## config.mk

```make
export PLATFORM = sky130hd
export DESIGN_NAME = rfs_ref_select
export DESIGN_NICKNAME = d
export VERILOG_FILES = /design/src/verilog/rfs_pkg.sv /design/src/verilog/rfs_switch_seq.sv /design/src/verilog/rfs_ref_select.sv
export VERILOG_INCLUDE_DIRS = /design/src /design/src/verilog
export SDC_FILE = /design/constraint.sdc
export NUM_CORES = 1
export LEC_CHECK = 0
export BUFFER_PORTS_ARGS = -buffer_cell sky130_fd_sc_hd__buf_2
export CELL_PAD_IN_SITES_DETAIL_PLACEMENT = 1
export CELL_PAD_IN_SITES_GLOBAL_PLACEMENT = 1
export CORE_MARGIN = 1
export CORE_UTILIZATION = 39
export DETAILED_ROUTE_END_ITERATION = 7
export GPL_ROUTABILITY_DRIVEN = 0
export GPL_TIMING_DRIVEN = 0
export PLACE_DENSITY_LB_ADDON = 0.15
export SETUP_SLACK_MARGIN = 0.5
export SLEW_MARGIN = 30
export SYNTH_ARGS = -nofsm -noshare
export SYNTH_HDL_FRONTEND = slang
export SYNTH_HIERARCHICAL = 1
export SYNTH_SLANG_ARGS = --single-unit
```

## constraint.sdc

```tcl
create_clock -name clk -period 2.26 [get_ports clk]
set_input_delay 0.339 -clock clk [delete_from_list [all_inputs] [get_ports clk]]
set_output_delay 0.339 -clock clk [all_outputs]
set_load 0.01 [all_outputs]
```

## src/verilog/rfs_regs.svh

```systemverilog
`ifndef RFS_REGS_SVH
`define RFS_REGS_SVH

// ==========================================
// Register bus geometry
`define RFS_ADDR_W 12
`define RFS_DATA_W 8

// ==========================================
// Register offsets
`define RFS_CTRL_ADDR 12'h082
`define RFS_FMT_A_ADDR 12'h083
`define RFS_FMT_B_ADDR 12'h084
`define RFS_FMT_M_ADDR 12'h085
`define RFS_STATUS_ADDR 12'h086
`define RFS_IRQ_STAT_ADDR 12'h087
`define RFS_IRQ_MASK_ADDR 12'h088

// ==========================================
// Control register fields
`define RFS_CTRL_SOFT_SEL_BIT 0
`define RFS_CTRL_SOFT_EN_BIT 1
`define RFS_CTRL_AUTO_EN_BIT 2
`define RFS_CTRL_SYNTH_SRC_BIT 3
`define RFS_CTRL_RESET 8'h00

// ==========================================
// Status and interrupt fields
`define RFS_STAT_ACTIVE_BIT 0
`define RFS_STAT_SWITCHING_BIT 1
`define RFS_IRQ_START_BIT 0
`define RFS_IRQ_DONE_BIT 1
`define RFS_IRQ_W 2

// ==========================================
// Receiver format straps
`define RFS_FMT_W 2
`define RFS_NUM_RX 3
`define RFS_STRAP_W 7
`define RFS_STRAP_SYNTH_BIT 6

// ==========================================
// Switchover timing
`define RFS_CLK_PERIOD_NS 20
`define RFS_BREAK_NS 100
`define RFS_SETTLE_NS 200
`define RFS_BREAK_CYC ((`RFS_BREAK_NS + `RFS_CLK_PERIOD_NS - 1) / `RFS_CLK_PERIOD_NS)
`define RFS_SETTLE_CYC ((`RFS_SETTLE_NS + `RFS_CLK_PERIOD_NS - 1) / `RFS_CLK_PERIOD_NS)
`define RFS_CNT_W 4

`endif

```

## src/verilog/rfs_pkg.sv

```systemverilog
package rfs_pkg;

    typedef logic [1:0] rfs_fmt_t;

    typedef struct packed {
        logic synth_src;
        logic auto_en;
        logic soft_en;
        logic soft_sel;
    } rfs_ctrl_t;

    typedef struct packed {
        logic ref_a_lost;
        logic ref_b_lost;
    } rfs_mon_t;

    typedef struct packed {
        logic active;
        logic switching;
        logic start;
        logic done;
    } rfs_sw_stat_t;

    typedef enum logic [2:0] {
        RFS_IDLE = 3'b001,
        RFS_BREAK = 3'b010,
        RFS_SETTLE = 3'b100
    } rfs_sw_state_t;

endpackage

```

## src/verilog/rfs_switch_seq.sv

```systemverilog
`timescale 1ns/1ns
`include "rfs_regs.svh"

module rfs_switch_seq
    import rfs_pkg::*;
(
    // Clock and reset
    input wire logic clk,
    input wire logic nrst,
    // Selection request
    input wire logic want_sel,
    // Reference inputs
    input wire logic reference_input_a,
    input wire logic reference_input_b,
    // Mux output and status
    output logic selected_reference,
    output rfs_sw_stat_t stat
);

    // ==========================================
    // Switchover sequencer
    rfs_sw_state_t state;
    rfs_sw_state_t next_state;
    logic cur_sel;
    logic next_cur_sel;
    logic [`RFS_CNT_W-1:0] cnt;
    logic [`RFS_CNT_W-1:0] next_cnt;
    logic next_start;
    logic next_done;
    logic start_q;
    logic done_q;

    always_comb begin
        next_state = state;
        next_cur_sel = cur_sel;
        next_cnt = cnt;
        next_start = 1'b0;
        next_done = 1'b0;
        unique case (state)
            RFS_IDLE: begin
                if (want_sel != cur_sel) begin
                    next_state = RFS_BREAK;
                    next_cnt = `RFS_CNT_W'(`RFS_BREAK_CYC - 1);
                    next_start = 1'b1;
                end
            end
            RFS_BREAK: begin
                if (cnt == '0) begin
                    // Swap while the output is held low
                    next_cur_sel = want_sel;
                    next_state = RFS_SETTLE;
                    next_cnt = `RFS_CNT_W'(`RFS_SETTLE_CYC - 1);
                end else begin
                    next_cnt = cnt - 1'b1;
                end
            end
            RFS_SETTLE: begin
                if (cnt == '0) begin
                    next_state = RFS_IDLE;
                    next_done = 1'b1;
                end else begin
                    next_cnt = cnt - 1'b1;
                end
            end
            default: begin
                next_state = RFS_IDLE;
            end
        endcase
    end

    always_ff @(posedge clk or negedge nrst) begin
        if (!nrst) begin
            state <= RFS_IDLE;
            cur_sel <= 1'b0;
            cnt <= '0;
            start_q <= 1'b0;
            done_q <= 1'b0;
        end else begin
            state <= next_state;
            cur_sel <= next_cur_sel;
            cnt <= next_cnt;
            start_q <= next_start;
            done_q <= next_done;
        end
    end

    // ==========================================
    // Mux output
    logic next_selected;

    always_comb begin
        if (state == RFS_BREAK) begin
            next_selected = 1'b0;
        end else if (cur_sel) begin
            next_selected = reference_input_b;
        end else begin
            next_selected = reference_input_a;
        end
    end

    always_ff @(posedge clk or negedge nrst) begin
        if (!nrst) begin
            selected_reference <= 1'b0;
        end else begin
            selected_reference <= next_selected;
        end
    end

    assign stat.active = cur_sel;
    assign stat.switching = (state != RFS_IDLE);
    assign stat.start = start_q;
    assign stat.done = done_q;

endmodule

```

## src/verilog/rfs_ref_select.sv

```systemverilog
`timescale 1ns/1ns
`include "rfs_regs.svh"

// What this block does
// - Select pin low routes reference a, high routes reference b.
// - Select pin obeyed only while auto and soft select enables are both zero.
// - Active reference indicator low for reference a, high for reference b.
// - Switchover indicator high during a reference switch, low otherwise.
// - Receiver formats strapped at power-up, each rewritable independently by software.
// - Monitor reference feeds the reference monitor, and the integer synthesizer loop while the synth source bit is zero.

module rfs_ref_select
    import rfs_pkg::*;
(
    // Clock and reset
    input wire logic clk,
    input wire logic nrst,
    // Register port
    input wire logic [`RFS_ADDR_W-1:0] addr,
    input wire logic [`RFS_DATA_W-1:0] wdata,
    input wire logic wr,
    input wire logic rd,
    output logic [`RFS_DATA_W-1:0] rdata,
    // Serial chip select
    input wire logic serial_cs_n,
    // Reference inputs
    input wire logic reference_input_a,
    input wire logic reference_input_b,
    input wire logic monitor_reference_input,
    input wire logic reference_select,
    // Monitor fault flags
    input wire rfs_mon_t mon,
    // Power-up straps
    input wire logic [`RFS_STRAP_W-1:0] strap_reader_first,
    // Clock outputs
    output logic selected_reference,
    output logic monitor_reference_out,
    output logic integer_synth_loop_ref,
    // Status outputs
    output logic active_reference_indicator,
    output logic switchover_in_progress,
    output rfs_fmt_t [`RFS_NUM_RX-1:0] receiver_format,
    // Interrupt
    output logic irq
);

    // ==========================================
    // Access qualification
    logic acc_wr;
    logic acc_rd;

    assign acc_wr = wr && !serial_cs_n;
    assign acc_rd = rd && !serial_cs_n;

    // ==========================================
    // Strap capture after reset release
    logic strap_taken;
    logic next_strap_taken;
    logic strap_load;

    assign strap_load = !strap_taken;

    always_comb begin
        next_strap_taken = 1'b1;
    end

    always_ff @(posedge clk or negedge nrst) begin
        if (!nrst) begin
            strap_taken <= 1'b0;
        end else begin
            strap_taken <= next_strap_taken;
        end
    end

    // ==========================================
    // Control register
    rfs_ctrl_t ctrl;
    rfs_ctrl_t next_ctrl;

    always_comb begin
        next_ctrl = ctrl;
        if (strap_load) begin
            next_ctrl.synth_src = strap_reader_first[`RFS_STRAP_SYNTH_BIT];
        end else if (acc_wr && addr == `RFS_CTRL_ADDR) begin
            next_ctrl.soft_sel = wdata[`RFS_CTRL_SOFT_SEL_BIT];
            next_ctrl.soft_en = wdata[`RFS_CTRL_SOFT_EN_BIT];
            next_ctrl.auto_en = wdata[`RFS_CTRL_AUTO_EN_BIT];
            next_ctrl.synth_src = wdata[`RFS_CTRL_SYNTH_SRC_BIT];
        end
    end

    always_ff @(posedge clk or negedge nrst) begin
        if (!nrst) begin
            ctrl <= '0;
        end else begin
            ctrl <= next_ctrl;
        end
    end

    // ==========================================
    // Receiver format registers
    rfs_fmt_t [`RFS_NUM_RX-1:0] fmt;
    rfs_fmt_t [`RFS_NUM_RX-1:0] next_fmt;
    logic [`RFS_ADDR_W-1:0] fmt_addr [`RFS_NUM_RX];

    assign fmt_addr[0] = `RFS_FMT_A_ADDR;
    assign fmt_addr[1] = `RFS_FMT_B_ADDR;
    assign fmt_addr[2] = `RFS_FMT_M_ADDR;

    genvar gi;
    generate
        for (gi = 0; gi < `RFS_NUM_RX; gi++) begin : g_fmt
            always_comb begin
                next_fmt[gi] = fmt[gi];
                if (strap_load) begin
                    next_fmt[gi] = strap_reader_first[gi*`RFS_FMT_W +: `RFS_FMT_W];
                end else if (acc_wr && addr == fmt_addr[gi]) begin
                    next_fmt[gi] = wdata[`RFS_FMT_W-1:0];
                end
            end

            always_ff @(posedge clk or negedge nrst) begin
                if (!nrst) begin
                    fmt[gi] <= '0;
                end else begin
                    fmt[gi] <= next_fmt[gi];
                end
            end
        end
    endgenerate

    assign receiver_format = fmt;

    // ==========================================
    // Selection source
    logic auto_sel;
    logic next_auto_sel;
    logic want_sel;

    always_comb begin
        next_auto_sel = auto_sel;
        if (mon.ref_a_lost && !mon.ref_b_lost) begin
            next_auto_sel = 1'b1;
        end else if (mon.ref_b_lost && !mon.ref_a_lost) begin
            next_auto_sel = 1'b0;
        end
    end

    always_ff @(posedge clk or negedge nrst) begin
        if (!nrst) begin
            auto_sel <= 1'b0;
        end else begin
            auto_sel <= next_auto_sel;
        end
    end

    always_comb begin
        if (ctrl.auto_en) begin
            want_sel = auto_sel;
        end else if (ctrl.soft_en) begin
            want_sel = ctrl.soft_sel;
        end else begin
            want_sel = reference_select;
        end
    end

    // ==========================================
    // Switchover sequencer and mux
    rfs_sw_stat_t sw;

    rfs_switch_seq u_seq (
        .clk(clk),
        .nrst(nrst),
        .want_sel(want_sel),
        .reference_input_a(reference_input_a),
        .reference_input_b(reference_input_b),
        .selected_reference(selected_reference),
        .stat(sw)
    );

    // ==========================================
    // Status pins and third reference routing
    logic next_active;
    logic next_switching;
    logic next_mon_out;
    logic next_synth_ref;

    always_comb begin
        next_active = sw.active;
        next_switching = sw.switching;
        next_mon_out = monitor_reference_input;
        next_synth_ref = ctrl.synth_src ? selected_reference : monitor_reference_input;
    end

    always_ff @(posedge clk or negedge nrst) begin
        if (!nrst) begin
            active_reference_indicator <= 1'b0;
            switchover_in_progress <= 1'b0;
            monitor_reference_out <= 1'b0;
            integer_synth_loop_ref <= 1'b0;
        end else begin
            active_reference_indicator <= next_active;
            switchover_in_progress <= next_switching;
            monitor_reference_out <= next_mon_out;
            integer_synth_loop_ref <= next_synth_ref;
        end
    end

    // ==========================================
    // Interrupt status and mask
    logic [`RFS_IRQ_W-1:0] irq_stat;
    logic [`RFS_IRQ_W-1:0] next_irq_stat;
    logic [`RFS_IRQ_W-1:0] irq_mask;
    logic [`RFS_IRQ_W-1:0] next_irq_mask;
    logic [`RFS_IRQ_W-1:0] irq_set;
    logic [`RFS_IRQ_W-1:0] irq_clr;

    always_comb begin
        irq_set = '0;
        irq_set[`RFS_IRQ_START_BIT] = sw.start;
        irq_set[`RFS_IRQ_DONE_BIT] = sw.done;
        irq_clr = '0;
        if (acc_wr && addr == `RFS_IRQ_STAT_ADDR) begin
            irq_clr = wdata[`RFS_IRQ_W-1:0];
        end
        // Set wins over a same-cycle clear
        next_irq_stat = (irq_stat & ~irq_clr) | irq_set;
        next_irq_mask = irq_mask;
        if (acc_wr && addr == `RFS_IRQ_MASK_ADDR) begin
            next_irq_mask = wdata[`RFS_IRQ_W-1:0];
        end
    end

    always_ff @(posedge clk or negedge nrst) begin
        if (!nrst) begin
            irq_stat <= '0;
            irq_mask <= '0;
        end else begin
            irq_stat <= next_irq_stat;
            irq_mask <= next_irq_mask;
        end
    end

    assign irq = |(irq_stat & irq_mask);

    // ==========================================
    // Read port
    logic [`RFS_DATA_W-1:0] next_rdata;

    always_comb begin
        next_rdata = '0;
        if (acc_rd) begin
            unique case (addr)
                `RFS_CTRL_ADDR: begin
                    next_rdata[`RFS_CTRL_SOFT_SEL_BIT] = ctrl.soft_sel;
                    next_rdata[`RFS_CTRL_SOFT_EN_BIT] = ctrl.soft_en;
                    next_rdata[`RFS_CTRL_AUTO_EN_BIT] = ctrl.auto_en;
                    next_rdata[`RFS_CTRL_SYNTH_SRC_BIT] = ctrl.synth_src;
                end
                `RFS_FMT_A_ADDR: begin
                    next_rdata[`RFS_FMT_W-1:0] = fmt[0];
                end
                `RFS_FMT_B_ADDR: begin
                    next_rdata[`RFS_FMT_W-1:0] = fmt[1];
                end
                `RFS_FMT_M_ADDR: begin
                    next_rdata[`RFS_FMT_W-1:0] = fmt[2];
                end
                `RFS_STATUS_ADDR: begin
                    next_rdata[`RFS_STAT_ACTIVE_BIT] = sw.active;
                    next_rdata[`RFS_STAT_SWITCHING_BIT] = sw.switching;
                end
                `RFS_IRQ_STAT_ADDR: begin
                    next_rdata[`RFS_IRQ_W-1:0] = irq_stat;
                end
                `RFS_IRQ_MASK_ADDR: begin
                    next_rdata[`RFS_IRQ_W-1:0] = irq_mask;
                end
                default: begin
                    next_rdata = '0;
                end
            endcase
        end
    end

    always_ff @(posedge clk or negedge nrst) begin
        if (!nrst) begin
            rdata <= '0;
        end else begin
            rdata <= next_rdata;
        end
    end

endmodule

```

# After elaboration in Yosys (flattened, before gate mapping)
# Cells that the tools add are included.
# word_totals
reg_bits,39
latch_bits,0
mem_count,0
ramBits,0
mem_bits_ro,0
output_inout_bits,20
word_cells,99
# classes
add_sub_neg,1
shifts,0
reduce_logical,21
bitwise_logic,4
n_mul,0
div,0
n_lt_le_gt_ge,0
n_mux,31
eq_ne,20
# ops
cell,count
$eq 12x8->1 const B,7
$mux 4,5
$mux 2,8
$ne 2x1->1 const B,7
$pmux 2 s7,1
$mux 1,12
$pmux 4 s3,1
$logic_and 1x1->1,10
$mux 3,3
$pmux 3 s3,1
$reduce_and 3->1,2
$and 2x2->2,2
$logic_not 4->1,1
$reduce_and 2->1,2
$sub 4x1->4 const B,1
$eq 3x1->1 const B,1
$eq 3x2->1 const B,1
$eq 3x3->1 const B,1
$logic_not 1->1,3
$ne 3x1->1 const B,1
$reduce_bool 3->1,1
$ne 2x2->1 const B,1
$not 2->2,1
$or 2x2->2,1
other kinds (3),3

# Depth between registers and ports, before layout
# depth
depth_word,7
ltp_mapped,6

# Cells and area by module
# Netlist, hierarchy kept.
# by_module_without_submodules
module,cells_per_inst,n_inst,area_each_um2,seq_area_each_um2
rfs_ref_select,113,1,1303.8,600.6
rfs_switch_seq,63,1,618.1,276.5

# Least setup slack after synthesis
# No wires, ideal clock.
# synth_path
path_kind,register to register
start,reg u_seq.cnt[0]
end,reg u_seq.cnt[0]
setup_time_ns,0.065
n_path_buf,0
t_arrival_ns,1.585
stages_incl_launch_ff,7
setup_slack_ns,0.610
path_cell_list,dfrtp_1 > inv_1 > ha_1 > or3b_4 > or2_1 > a221oi_2 > a31o_1
# synth_via
elab_chain_len,3
word_cells_on_any_way,7
cone_classes,1 x add/sub; 1 x eq/ne; 3 x mux; 2 x reduce/logical
# synth_rtl
element,line,source
"start, declared",rfs_switch_seq.sv:26,logic [`RFS_CNT_W-1:0] cnt;
"start signal, assigned",rfs_switch_seq.sv:81,cnt <= next_cnt;
$sub 4x1->4 / $logic_not 4->1 (equally long branches),-,
"$mux 4, or another cell as far along",rfs_switch_seq.sv:58,if (cnt == '0) begin
$pmux 4 s3 / $reduce_and 3->1 (equally long branches),-,
# Parallel ways exist; a longest one is shown, timed or not. The select of a mux whose other input is x is not followed.
# A chain may end at the register's enable or synchronous reset.

# Worst setup path after layout
# layout_path
start,reg u_seq.cnt[1]
end,reg u_seq.cnt[0]
# layout_via
elab_chain_len,3
word_cells_on_any_way,5
cone_classes,1 x eq/ne; 2 x mux; 2 x reduce/logical
# layout_rtl
element,line
$logic_not 4->1 *,"rfs_switch_seq.sv:48, rfs_switch_seq.sv:58"
$mux 4 / $ne 2x2->1 (equally long branches),-
$pmux 4 s3 / $reduce_and 3->1 (equally long branches),-
# Every way passes the cells marked *; elsewhere a longest branch is shown, timed or not.

==> metrics.md <==
| Metric | Value |
|---|---|
| Power per cell area | 819.8 nW/µm² |
| Pleak | 0.001171 µW |
| Vias | 1598 |
| Hold_buf cts | 0 |
| Crit path from | u_seq/cnt[1] |
| Clock tree buffer depth | 2 |
| Worst-Skew Late Latency | 280 ps |
| Run status | finished, final reports clean |
| WHS | 133.7 ps |
| Synth Flop Type | dfrtp_1 |
| Worst Max-Slew Pin Slew | 776.3 ps |
| CTS Buf Count | 5 |
| # nets final | 279 |
| CTS sink count | 35 |
| Max VDD drop | 0.4309 mV |
| Final min period | 1709 ps |
| Share of the yosys chip area belonging to registers | 0.4564 |
| Most frequent cells in the layout | buf_2, dfrtp_1, nor2_1, mux2i_1 |
| Area Growth Syn to Fin | 25.00% |
| WP data required | 2480 ps |
| Worst hold path type | input port to async pin |
| Post-Route WL | 4891 µm |
| Vias/cell | 5.222 |
| Initial antenna violation count | 0 |
| Fillers | 550 |
| # diodes | 0 |
| CP max stage delay | 410 ps |
| Hold Fails Final Rpt | 0 |
| Clock root cell | clkbuf_8 |
| Final worst-path cycle share | 0.7562 |
| Drt first pass iters | 4 |
| RSZ-0062 raised after global routing | false |
| Fin. max-slew vios | 0 |
| Post-synth EDFFs | 0 |
| GRT Util Overall | 0.2032 |
| 1st-iter DRT viols | 153 |
| Yosys reg bits | 35 |
| Post-Syn Area | 1922 µm² |
| Average size of a mapped cell | 10.92 µm² |
| WP buf/inv | 1 |
| Core Area | 4723 µm² |
| Syn. warnings | 6 |
| Critical path class | flip-flop to flip-flop |
| Max-cap violations | 0 |
| Post-synth top area share | 0.4427 |
| Worst r2r src | u_seq/cnt[1] |
| CP max-delay cell | or3b_4 |
| Critical-path cell list | inv_1, ha_2, or3b_4, or2_4, a221oi_2, a31o_1 |
| Setup crit end kind | flip-flop |
| H-tree Lvls | 2 |
| HPWL after detailed placement | 3791 µm |
| Critical path peak fanout | 4 |
| Vias in the first global route | 1705 |
| Antenna-violating nets left | 0 |
| Post-synth ARST share | 1.000 |
| Initial Util | 0.4069 |
| Startpoint Class | flip-flop |
| Die width | 72.20 µm |
| Relative slew slack | 0.4824 |
| Port bufs | 48 |
| Delay-heaviest family, CP | simple AND/OR/NAND/NOR gates |
| CTS tree | done |
| Die Span Y | 72.20 µm |
| # DRC | 0 |
| Final clock skew | 5.208 ps |
| Area of the multi-input gates | 975.9 µm² |
| Highest Clock Rate | 0.5851 GHz |
| I/O pin total | 58 |
| Setup TNS | 0 ps |
| Share of layout cells above drive strength 1 | 0.4017 |
| Worst-path clk slew | 70 ps |
| Final setup viols | 0 |
| Synth area leader | dfrtp_1 |
| CP arrival | 1930 ps |
| Die ar. | 5213 µm² |
| First-pass GRT wire length | 8107 µm |
| Wire per inst | 15.98 µm |
| Dominant cells by area after synthesis | dfrtp_1, mux2i_1, a21oi_1 |
| Instance count of the mapped netlist | 176 |
| Netlist cell types | 54 |
| Placement Rows | 25 |
| Overflow after GRT | 0 |
| Largest net degree at the start of global routing | 36 |
| Register Area | 877.1 µm² |
| Commonest non-fill, non-tap cell in the layout | buf_2 |
==> registers in the layout (all words and copies together) (netlist names) <==
signal and count:
receiver_format 6, ctrl 4, rdata 4, u_seq/cnt 4, u_seq/state 3, irq_mask 2, irq_stat 2, active_reference_indicator 1
auto_sel 1, integer_synth_loop_ref 1, monitor_reference_out 1, strap_taken 1, switchover_in_progress 1, u_seq/cur_sel 1, u_seq/done_q 1, u_seq/selected_reference 1
u_seq/start_q 1
==> synth_stat cells, types with 3 or more instances <==
cell / instances
mux2_2: 3
nand2b_1: 3
mux2i_1: 15
mux2_4: 3
nand3_1: 4
nor2_1: 15
and3_1: 4
nand4_1: 5
inv_1: 5
buf_4: 8
a31oi_1: 3
dfrtp_1: 34
nand2_1: 5
a21oi_1: 14
==> worst register-to-register path, cell delays in order (launching register included) <==
cell and delay, ps:
dfrtp_1 380, inv_1 70, ha_2 170, or3b_4 410
or2_4 280, a221oi_2 210, a31o_1 120
==> final cells by class <==
class	instances	share of cell area
plain buffers	11	0.03073
clock buffers	6	0.03438
clock inverters	1	0.002083
inverters	7	0.01094
multi-input cells	126	0.4063
flip-flops and latches	35	0.3651
well taps	67	0.03490
repair buffers	53	0.1156
==> repair_timing <==
action / 4_1_cts / 5_1_grt
pin swaps: 0 / 2
cloned: 0 / 0
resized for setup: 1 / 5
setup buffers: 2 / 3
endpoints found under the setup margin: 4 / 3
==> cells by family (layout without fill, tap and decap cells) <==
logic type | Yosys count | count (layout) | synth area share
AND/OR/NAND/NOR | 66 | 66 | 0.2389
flip-flops | 35 | 35 | 0.4564
AO/OA/AOI/OAI | 29 | 29 | 0.1003
multiplexers | 23 | 23 | 0.1309
buffers and inverters | 18 | 78 | 0.05208
adder cells (fa/ha/maj) | 2 | 2 | 0.01302
other | 2 | 5 | 0.003908
XOR/XNOR | 1 | 1 | 0.004558
==> layer usage <==
metal  wire length (µm)  GRT usage  part of all wire
met4                 38    0.06536            0.0078
met3                168    0.04444             0.034
met1               1977     0.2294              0.40
met2               2706     0.3780              0.55
met5                  0          0                 0
==> power by group <==
part | internal (µW) | switching (µW) | total, µW | leakage (µW)
registers | 742 | 98.0 | 840 | 0.000428
logic | 337 | 339 | 676 | 0.000696
clock network | 239 | 214 | 453 | 0.0000470
total | 1320 | 651 | 1970 | 0.00117
==> worst paths after layout <==
kind,endpoint,slack [ps],cells after the start
worst max-delay path,u_seq/cnt[0],550,6
worst min-delay path,irq_mask[1],130,1
worst max register to register,u_seq/cnt[0],550,6
worst min register to register,auto_sel,520,1
max in group asynchronous,rdata[2],1630,1
min in group clk,monitor_reference_out,180,1
==> per-stage QoR <==
step	setup slack, ps	instances	area, µm²	utilization	power (µW)
5_1_grt	486.4	306	2402	0.5086	2100
6_report	550.9	306	2402	0.5086	1970
3_3_place_gp	504.6	294	2257	0.4779	1403
4_1_cts	522.4	303	2365	0.5007	1945
2_1_floorplan	610.1	179	1933	-	1231
3_5_place_dp	415.8	294	2257	0.4779	1455
No activity file was read; power rests on OpenSTA's default activity.
